===== config.mk =====
export PLATFORM = sky130hd
export DESIGN_NAME = gcc_core
export DESIGN_NICKNAME = d
export VERILOG_FILES = /design/src/rtl/gcc_tick.v /design/src/rtl/gcc_core.v
export VERILOG_INCLUDE_DIRS = /design/src /design/src/rtl
export SDC_FILE = /design/constraint.sdc
export NUM_CORES = 1
export LEC_CHECK = 0
export BUFFER_PORTS_ARGS = -buffer_cell sky130_fd_sc_hd__buf_2
export CORE_ASPECT_RATIO = 1.5
export CORE_UTILIZATION = 35
export DETAILED_ROUTE_END_ITERATION = 10
export HOLD_SLACK_MARGIN = 0.06
export SKIP_LAST_GASP = 1
export SLEW_MARGIN = 30
export SYNTH_ARGS = -nofsm -noshare
export SYNTH_HDL_FRONTEND = slang
export SYNTH_SLANG_ARGS = --single-unit

===== constraint.sdc =====
create_clock -name clk -period 2.7 [get_ports clk]
set_input_delay 0.54 -clock clk [delete_from_list [all_inputs] [get_ports clk]]
set_output_delay 0.54 -clock clk [all_outputs]
set_load 0.03 [all_outputs]

===== src/rtl/gcc_defs.vh =====
// Constants for the bus controller command timing block
`ifndef GCC_DEFS_VH
`define GCC_DEFS_VH
// Instruction cycle time in ns and clocks per instruction cycle at 50 MHz
`define GCC_TCY_NS        2500
`define GCC_CLK_NS        20
`define GCC_TCY_CLKS      (`GCC_TCY_NS / `GCC_CLK_NS)
// Last divider count of an instruction cycle, one less than the clocks per cycle
`define GCC_TCY_LAST      8'd124
// Command codes
`define GCC_CMD_STOPCNT   8'hf0
`define GCC_CMD_RESET     8'hf2
`define GCC_CMD_STARTCNT  8'hfe
// Acknowledge pattern: bits 3,1,0 set
`define GCC_ACK_MASK      8'h0b
// Cycle points, counted from the command interrupt
`define GCC_IBF_CYC       8'd24
`define GCC_TCI_CLR_CYC   8'd7
`define GCC_STOP_CYC      8'd39
`define GCC_STOP_END      8'd53
`define GCC_RST_END       8'd94
`define GCC_RST_SC_END    8'd214
`define GCC_ACK_END       8'd116
`define GCC_ACK_FALL      8'd73
`define GCC_ACK_RISE      8'd98
`define GCC_GEN_END       8'd60
`define GCC_START_END     8'd59
`endif


===== src/rtl/gcc_tick.v =====
// Instruction cycle tick generator
`timescale 1ns/1ps
`include "gcc_defs.vh"
module gcc_tick
(
    input  wire       clk,
    input  wire       rstn,
    input  wire       restart,
    output reg        tick_reg
);
    reg [7:0] div_reg;

    // Restart aligns cycle 0 with the command interrupt
    always @(posedge clk)
    begin
        if (!rstn || restart)
        begin
            div_reg  <= 8'h00;
            tick_reg <= 1'b0;
        end
        else if (div_reg == `GCC_TCY_LAST)
        begin
            div_reg  <= 8'h00;
            tick_reg <= 1'b1;
        end
        else
        begin
            div_reg  <= div_reg + 8'h01;
            tick_reg <= 1'b0;
        end
    end
endmodule


===== src/rtl/gcc_core.v =====
// Command execution sequencer of the bus controller
// Operation
// - Count all timings in instruction cycles
// - Clear task done seven cycles in
// - Stop counter halts at 39, ends 53
// - Reset takes 94, or 214 controlling
// - Acknowledge 116 cycles with interrupt pending, fall 73 rise 98; else 60
// - New command clears pending task done
// - Acknowledge decoded from unused byte pattern
// - After reset controller enters active state only if strapped
// - Output buffer interrupt follows the buffer flag
`timescale 1ns/1ps
`include "gcc_defs.vh"
module gcc_core
(
    input  wire       clk,
    input  wire       rstn,
    input  wire       cmd_wr,
    input  wire [7:0] cmd_data,
    input  wire       sys_ctrl,
    input  wire       irq_pending,
    input  wire       outbuf_flag,
    output reg        task_done_irq,
    output reg        inbuf_free_irq,
    output reg        outbuf_full_irq,
    output reg        counter_run,
    output reg        ack_line,
    output reg        ctrl_active_state,
    output reg        ctrl_idle_state,
    output reg        busy
);
    // Timing model: every point is a whole instruction cycle of 125 clocks,
    // counted from the write, which also restarts the tick divider. The
    // first tick lands 125 clocks after the write, so an output that moves
    // at cycle n shows 125*n + 1 clocks after the write edge. Realigning
    // the tick on each write keeps a partial cycle of the previous command
    // from shifting the next one.
    // A write while busy aborts the running command and starts the new one.
    // Limitation: an abort while the acknowledge line is low leaves it low
    // until a later acknowledge with an interrupt pending reaches cycle 98,
    // so the master must not write then.

    // Sequencer states; boot runs once after the pin reset
    localparam ST_IDLE = 2'd0;
    localparam ST_EXEC = 2'd1;
    localparam ST_BOOT = 2'd2;

    // Command kinds that need timing points of their own
    localparam K_GEN  = 2'd0;
    localparam K_STOP = 2'd1;
    localparam K_RST  = 2'd2;
    localparam K_ACK  = 2'd3;

    // Sequencer state and the running command
    reg [1:0] state_reg;
    reg [1:0] kind_reg;
    reg [7:0] cyc_reg;
    reg [7:0] end_reg;
    reg       sc_reg;
    // One pulse per instruction cycle, realigned on every write
    wire      tick;

    // Recognise the acknowledge pattern; utilities never use it
    function is_ack;
        input [7:0] b;
        begin
            is_ack = ((b & `GCC_ACK_MASK) == `GCC_ACK_MASK);
        end
    endfunction

    // True when the coming tick reaches the given instruction cycle
    function at_cycle;
        input [7:0] cnt;
        input [7:0] point;
        begin
            at_cycle = (cnt + 8'h01 == point);
        end
    endfunction

    gcc_tick u_tick
    (
        .clk      (clk),
        .rstn     (rstn),
        .restart  (cmd_wr),
        .tick_reg (tick)
    );

    // Buffer full interrupt is a plain registered copy of the flag, kept
    // apart from the sequencer so no command can hold it back
    always @(posedge clk)
    begin
        if (!rstn)
            outbuf_full_irq <= 1'b0;
        else
            outbuf_full_irq <= outbuf_flag;
    end

    // Sequencer; a write while busy is taken as a new command, as the
    // master is told it may preload once input free returns
    always @(posedge clk)
    begin
        if (!rstn)
        begin
            // Pin reset: every output but input free at its idle level, boot step next
            state_reg         <= ST_BOOT;
            kind_reg          <= K_RST;
            cyc_reg           <= 8'h00;
            end_reg           <= `GCC_RST_END;
            sc_reg            <= 1'b0;
            task_done_irq     <= 1'b0;
            inbuf_free_irq    <= 1'b0;
            counter_run       <= 1'b0;
            ack_line          <= 1'b1;
            ctrl_active_state <= 1'b0;
            ctrl_idle_state   <= 1'b1;
            busy              <= 1'b0;
        end
        else
        begin
            if (cmd_wr)
            begin
                state_reg      <= ST_EXEC;
                cyc_reg        <= 8'h00;
                inbuf_free_irq <= 1'b0;
                busy           <= 1'b1;
                // A new command clears task done, but a completion of the
                // aborted command on this very edge still wins
                task_done_irq  <= tick && state_reg == ST_EXEC && at_cycle(cyc_reg, end_reg);
                // Decode the byte into its kind and execution length
                if (is_ack(cmd_data) && cmd_data[7:4] != 4'hf && cmd_data[7:4] != 4'he)
                begin
                    // Acknowledge runs long only with an interrupt pending
                    kind_reg <= K_ACK;
                    end_reg  <= irq_pending ? `GCC_ACK_END : `GCC_GEN_END;
                end
                else if (cmd_data == `GCC_CMD_STOPCNT)
                begin
                    // Halt point lies well inside the command
                    kind_reg <= K_STOP;
                    end_reg  <= `GCC_STOP_END;
                end
                else if (cmd_data == `GCC_CMD_STARTCNT)
                begin
                    // Counter runs from the write; only its halt is timed
                    kind_reg    <= K_GEN;
                    end_reg     <= `GCC_START_END;
                    counter_run <= 1'b1;
                end
                else if (cmd_data == `GCC_CMD_RESET)
                begin
                    // System controller also runs the abort, hence the longer count
                    kind_reg <= K_RST;
                    sc_reg   <= sys_ctrl;
                    end_reg  <= sys_ctrl ? `GCC_RST_SC_END : `GCC_RST_END;
                end
                else
                begin
                    kind_reg <= K_GEN;
                    end_reg  <= `GCC_GEN_END;
                end
            end
            else
            begin
                case (state_reg)
                    // Boot: settle the controller state once the pin reset lets go
                    ST_BOOT:
                    begin
                        // Pin reset: controller goes active only if strapped
                        ctrl_active_state <= sys_ctrl;
                        ctrl_idle_state   <= ~sys_ctrl;
                        inbuf_free_irq    <= 1'b1;
                        state_reg         <= ST_IDLE;
                    end
                    ST_EXEC:
                    begin
                        // Each point fires on the tick that reaches its cycle
                        if (tick)
                        begin
                            cyc_reg <= cyc_reg + 8'h01;
                            if (at_cycle(cyc_reg, `GCC_TCI_CLR_CYC))
                                task_done_irq <= 1'b0;
                            if (at_cycle(cyc_reg, `GCC_IBF_CYC))
                                inbuf_free_irq <= 1'b1;
                            if (kind_reg == K_STOP && at_cycle(cyc_reg, `GCC_STOP_CYC))
                                counter_run <= 1'b0;
                            if (kind_reg == K_ACK && end_reg == `GCC_ACK_END
                                && at_cycle(cyc_reg, `GCC_ACK_FALL))
                                ack_line <= 1'b0;
                            if (kind_reg == K_ACK && at_cycle(cyc_reg, `GCC_ACK_RISE))
                                ack_line <= 1'b1;
                            // Completion raises task done; a reset command
                            // then settles the controller state
                            if (at_cycle(cyc_reg, end_reg))
                            begin
                                state_reg     <= ST_IDLE;
                                busy          <= 1'b0;
                                task_done_irq <= 1'b1;
                                if (kind_reg == K_RST)
                                begin
                                    counter_run       <= 1'b0;
                                    ctrl_active_state <= sc_reg;
                                    ctrl_idle_state   <= ~sc_reg;
                                end
                            end
                        end
                    end
                    ST_IDLE:
                    begin
                        // Nothing to run, so the input buffer stays free
                        inbuf_free_irq <= 1'b1;
                    end
                    default:
                    begin
                        // Unused code: fall back to idle
                        state_reg <= ST_IDLE;
                    end
                endcase
            end
        end
    end
    // The master, not this block, waits for the companion interrupt before
    // standby and secondary commands; nothing here can check that order
endmodule


## Word-level counts from Yosys, hierarchy flattened

Index checks and enable logic that the tools add are counted.

| storage, ports and cells | value |
|---|---|
| flip-flop bits (word level) | 38 |
| input port bits | 14 |
| output and inout bits | 8 |
| logic and storage cells | 129 |

| cells by class | value |
|---|---|
| $add $sub $neg | 2 |
| equality and inequality tests | 29 |
| multiplexer cells | 46 |
| bitwise logic cells | 7 |
| reductions and logical operators | 30 |

Operators by type and width:

| cell | count |
|---|---|
| 2-to-1 mux 8 bit | 5 |
| equality test 8 x 7 -> 1 bit (second input constant) | 4 |
| 2-to-1 mux 1 bit | 29 |
| equality test 8 bit (second input constant) | 3 |
| adder 8 x 1 -> 8 bit (second input constant) | 2 |
| AND reduction 5 bit | 3 |
| 2-to-1 mux 2 bit | 7 |
| AND reduction 3 bit | 4 |
| nonzero test 2 bit | 6 |
| != test 2 x 1 -> 1 bit (second input constant) | 5 |
| equality test 8 x 3 -> 1 bit (second input constant) | 1 |
| equality test 8 x 5 -> 1 bit (second input constant) | 1 |
| equality test 8 x 6 -> 1 bit (second input constant) | 1 |
| equality test 8 bit | 1 |
| logical AND 1 bit | 8 |
| != test 4 bit (second input constant) | 2 |
| 2-to-1 mux 7 bit | 1 |
| inverter 1 bit | 7 |
| equality test 2 bit (second input constant) | 3 |
| != test 2 bit (second input constant) | 3 |
| != test 3 x 2 -> 1 bit (second input constant) | 2 |
| case mux 1 bit (2 select lines) | 3 |
| OR reduction 2 bit | 3 |
| equality test 2 x 1 -> 1 bit (second input constant) | 2 |
| 8 further kinds | 8 |

## Longest topological paths before layout

| logic depth | value |
|---|---|
| depth in word-level cells | 9 |
| gate-level depth with buffers | 8 |
| gate-level depth less buffers | 8 |

## By module

A second synthesis with hierarchy kept.

| second synthesis, totals | value |
|---|---|
| cell total of the unflattened synthesis | 258 |
| area total of the unflattened synthesis | 2,133.3 um^2 |

By module, submodules not included:

| module | instances | cells an instance | area an instance (um^2) | seq. area each (um^2) |
|---|---|---|---|---|
| gcc_core | 1 | 214 | 1,705.4 | 560.5 |
| gcc_tick | 1 | 44 | 427.9 | 180.2 |

## Least setup slack after synthesis

Ideal clock, no wire load.

| timing | value |
|---|---|
| path type | register to register |
| from | register cyc_reg[0] |
| to | register ctrl_idle_state |
| setup time | 121 ps |
| arrival | 1,866 ps |
| data required time | 2,579 ps |
| slack | 713 ps |
| cell stages (with the launch flop) | 8 |
| buffers on the path | 0 |
| clock period less this slack | 1,987 ps |
| cells stage by stage | dfxtp_1 > ha_1 > nand3_2 > xnor2_1 > and4_1 > nand2_1 > o32ai_2 > mux2_4 |

| on the way | value |
|---|---|
| cells in the longest elaborated chain, start to end | 4 |

RTL lines:

| element | RTL line | source |
|---|---|---|
| from (decl) | gcc_core.v:57 | `reg [7:0] cyc_reg;` |
| from (signal assigned) | gcc_core.v:179 | `cyc_reg <= cyc_reg + 8'h01;` |
| adder 8 x 1 -> 8 bit | gcc_core.v:76 | `at_cycle = (cnt + 8'h01 == point);` |
| equality test 8 bit | gcc_core.v:76 |  |
| != test 2 x 1 -> 1 bit (no line) | -- |  |
| AND reduction 5 bit (no line) | -- |  |
| to (signal assigned) | gcc_core.v:170 | `ctrl_idle_state <= ~sys_ctrl;` |
| to (signal assigned) | gcc_core.v:202 | `ctrl_idle_state <= ~sc_reg;` |
| to (decl) | gcc_core.v:29 | `output reg ctrl_idle_state,` |

Every way passes these cells.
A chain may end at the register's enable or synchronous reset.

## Worst setup path in the final report

Ends and elaborated chain as after synthesis.

==> impl_results.md <==
- CP Capture Type: flip-flop
- Routed vias: 1661
- Final WS setup: 467 ps
- Max Slew Vio Count: 0
- Cell variety after synth: 53
- Routed wl met2: 2140 µm
- H-tree lvl count: 2
- Synth top cells by count: dfxtp_1, nor2_1, nand2_1
- RR Endpoint: ctrl_idle_state
- Largest net degree at the start of global routing: 22
- First-pass GRT wire length: 7380 µm
- Worst path max stage delay: 510 ps
- CTS tree: done
- Critical path buffers and inverters: 0
- Post-synth ARST share: 0
- Endpoints failing setup: 0
- F_max: 0.448 GHz
- Pre-CTS setup slack: 487 ps
- Slew HR: 0.624
- Share of layout cells above drive strength 1: 0.172
- Synthesized netlist cell count: 233
- Fin crit period: 2230 ps
- RSZ-0062 raised after global routing: false
- Vias per cell: 5.10
- Hpwl dp: 3340 µm
- Clock Path Buffers: 2
- Drt first pass iters: 4
- PortBufs: 21
- Die height: 96.0 µm
- Outcome: finished clean
- Vias in the first global route: 1590
- GRT Total Usage: 0.160
- Clk_skew: 8.56 ps
- Area of the core region: 5570 µm²
- NumNets Final: 279
- Antenna violation net count after detailed routing: 0
- Tcrit/Tclk final: 0.827
- Highest Signal Layer: met4
- Clk slew on worst S/H paths: 80 ps
- Number of DRC markers in iteration 0: 35
- Synth top area share: 0.359
- Ys flop type: dfxtp_1
- Leakage: 0.897 nW
- R2r setup slk: 470 ps
- Initial core utilization: 0.370
- Worst setup path startpoint: cyc_reg[0]
- Hold_buf cts: 0
- Wire per inst: 13.4 µm
- Setup_tns: 0 ps
- Top delay family on crit path: flip-flops
- Reg-to-Reg Start: cyc_reg[0]
- Library cell with the largest summed area after synthesis: dfxtp_1
- CP Depth: 7
- Setup crit end: ctrl_idle_state
- Final hold viol count: 0
- Global route overflow: 0
- CP Cell Sequence: ha_1 > nand3_2 > xnor2_1 > and4_1 > nand2_1 > o32ai_2 > mux2_4
- Post-cts sizing count: 0
- Setup CP Type: flip-flop to flip-flop
- Setup bufs post-CTS: 0
- Initial antenna violation count: 0
- WP data arrival: 2420 ps
- CTS root buffer: clkbuf_8
- CP Launch Type: flip-flop
- # Max-Cap Violations: 0
- Post-synth net total: 257
- Drc violations: 0
- Count leader, synth: dfxtp_1
- Post-synth EDFFs: 0
- Sequential element share of the synthesized area: 0.359
- Antenna cells: 0
- Worst vdd ir: 0.393 mV
- Worst EP required: 2890 ps
- #FFs+latches synth: 37
- Critical-path top delay cell: dfxtp_1
- Metal3 WL: 150 µm
- Core Rows: 33
- Hold-critical path depth: 2
- Die Footprint: 6210 µm²
- Syn avg cell area: 8.85 µm²
- TritonCTS Buffers: 5
- Hold WC Path Type: input pin to flip-flop
- Mapped cell area: 2060 µm²
- R2R cell count: 7
- Final WL: 4360 µm
- IO Count: 22
- CTS sink count: 37
- CP Max Fanout: 8
- Met1 WL: 1840 µm
- Tightest Pin Transition: 557 ps
- Die width: 64.7 µm
- Synthesis-to-layout area growth: 12.0%
- Largest cells by area after synthesis: dfxtp_1, ha_1, nor2_1
- PwrDens: 462 nW/µm²
- Ys Warns: 0
- RePlAce Congestion: 0.809
- Worst-Skew Late Latency: 290 ps
-- power by group --
part           internal, mW  switching, mW
logic                0.0423         0.0597
registers             0.561         0.0130
clock network         0.181          0.210
-- how the worst min path moves through the flow --
stage / to / startpoint / slack [ps]
6_report: outbuf_full_irq / outbuf_flag / 450
5_1_grt: outbuf_full_irq / outbuf_flag / 450
4_1_cts: outbuf_full_irq / outbuf_flag / 440
3_5_place_dp: ctrl_active_state / ctrl_active_state / 450
3_3_place_gp: ctrl_active_state / ctrl_active_state / 460
2_1_floorplan: u_tick.div_reg[0] / u_tick.div_reg[0] / 450
-- worst reg2reg max path: cells and delay by family (launching register included) --
| family | cells | cell delay (ps) |
|---|---|---|
| flops | 1 | 510 |
| simple gates | 3 | 460 |
| xor+xnor | 1 | 330 |
| mux | 1 | 330 |
| fa+ha+maj | 1 | 310 |
| compound gates | 1 | 190 |
-- cell usage in the layout, fill, tap and decap left out, drive strengths merged, types with 7 or more instances in the layout --
| cell type | n |
|---|---|
| dfxtp | 37 |
| nor2 | 29 |
| buf | 23 |
| nand2 | 18 |
| nand3 | 14 |
| inv | 12 |
| xor2 | 10 |
| o21ai | 10 |
| ha | 10 |
| nand4 | 8 |
| xnor2 | 8 |
| a21oi | 7 |
| a21boi | 7 |
-- metrics by stage --
stage / instances / power [mW] / cell area [µm²] / hold WS [ps] / util
4_1_cts: 326 / 1.08 / 2310 / 440 / 0.414
3_3_place_gp: 318 / 0.690 / 2220 / 460 / 0.398
3_5_place_dp: 318 / 0.690 / 2220 / 446 / 0.398
6_report: 326 / 1.07 / 2310 / 449 / 0.414
2_1_floorplan: 233 / 0.657 / 2060 / 453 / -
5_1_grt: 326 / 1.12 / 2310 / 447 / 0.414
-- metal layers --
layer,vias to the layer above,global-route usage
met1,759,0.172
li1,848,-
met5,-,0
met3,19,0.0355
met4,0,0.119
met2,35,0.272
-- logic make-up after synthesis --
group,Yosys count,synth area share
fa+ha+maj,10,0.0607
flops,37,0.359
simple gates,103,0.265
mux,3,0.0176
xor+xnor,22,0.125
buf+inv,21,0.0491
compound gates,37,0.123
-- area by class of cell --
cell class,instances,area [µm²]
timing repair buffer,23,120
multi-input combinational,175,1220
tap,70,87.6
clock buffer,5,68.8
fill,558,3270
inverter,13,48.8
sequential,37,741
clock inverter,3,22.5
Power figures use the tool's default switching activity.
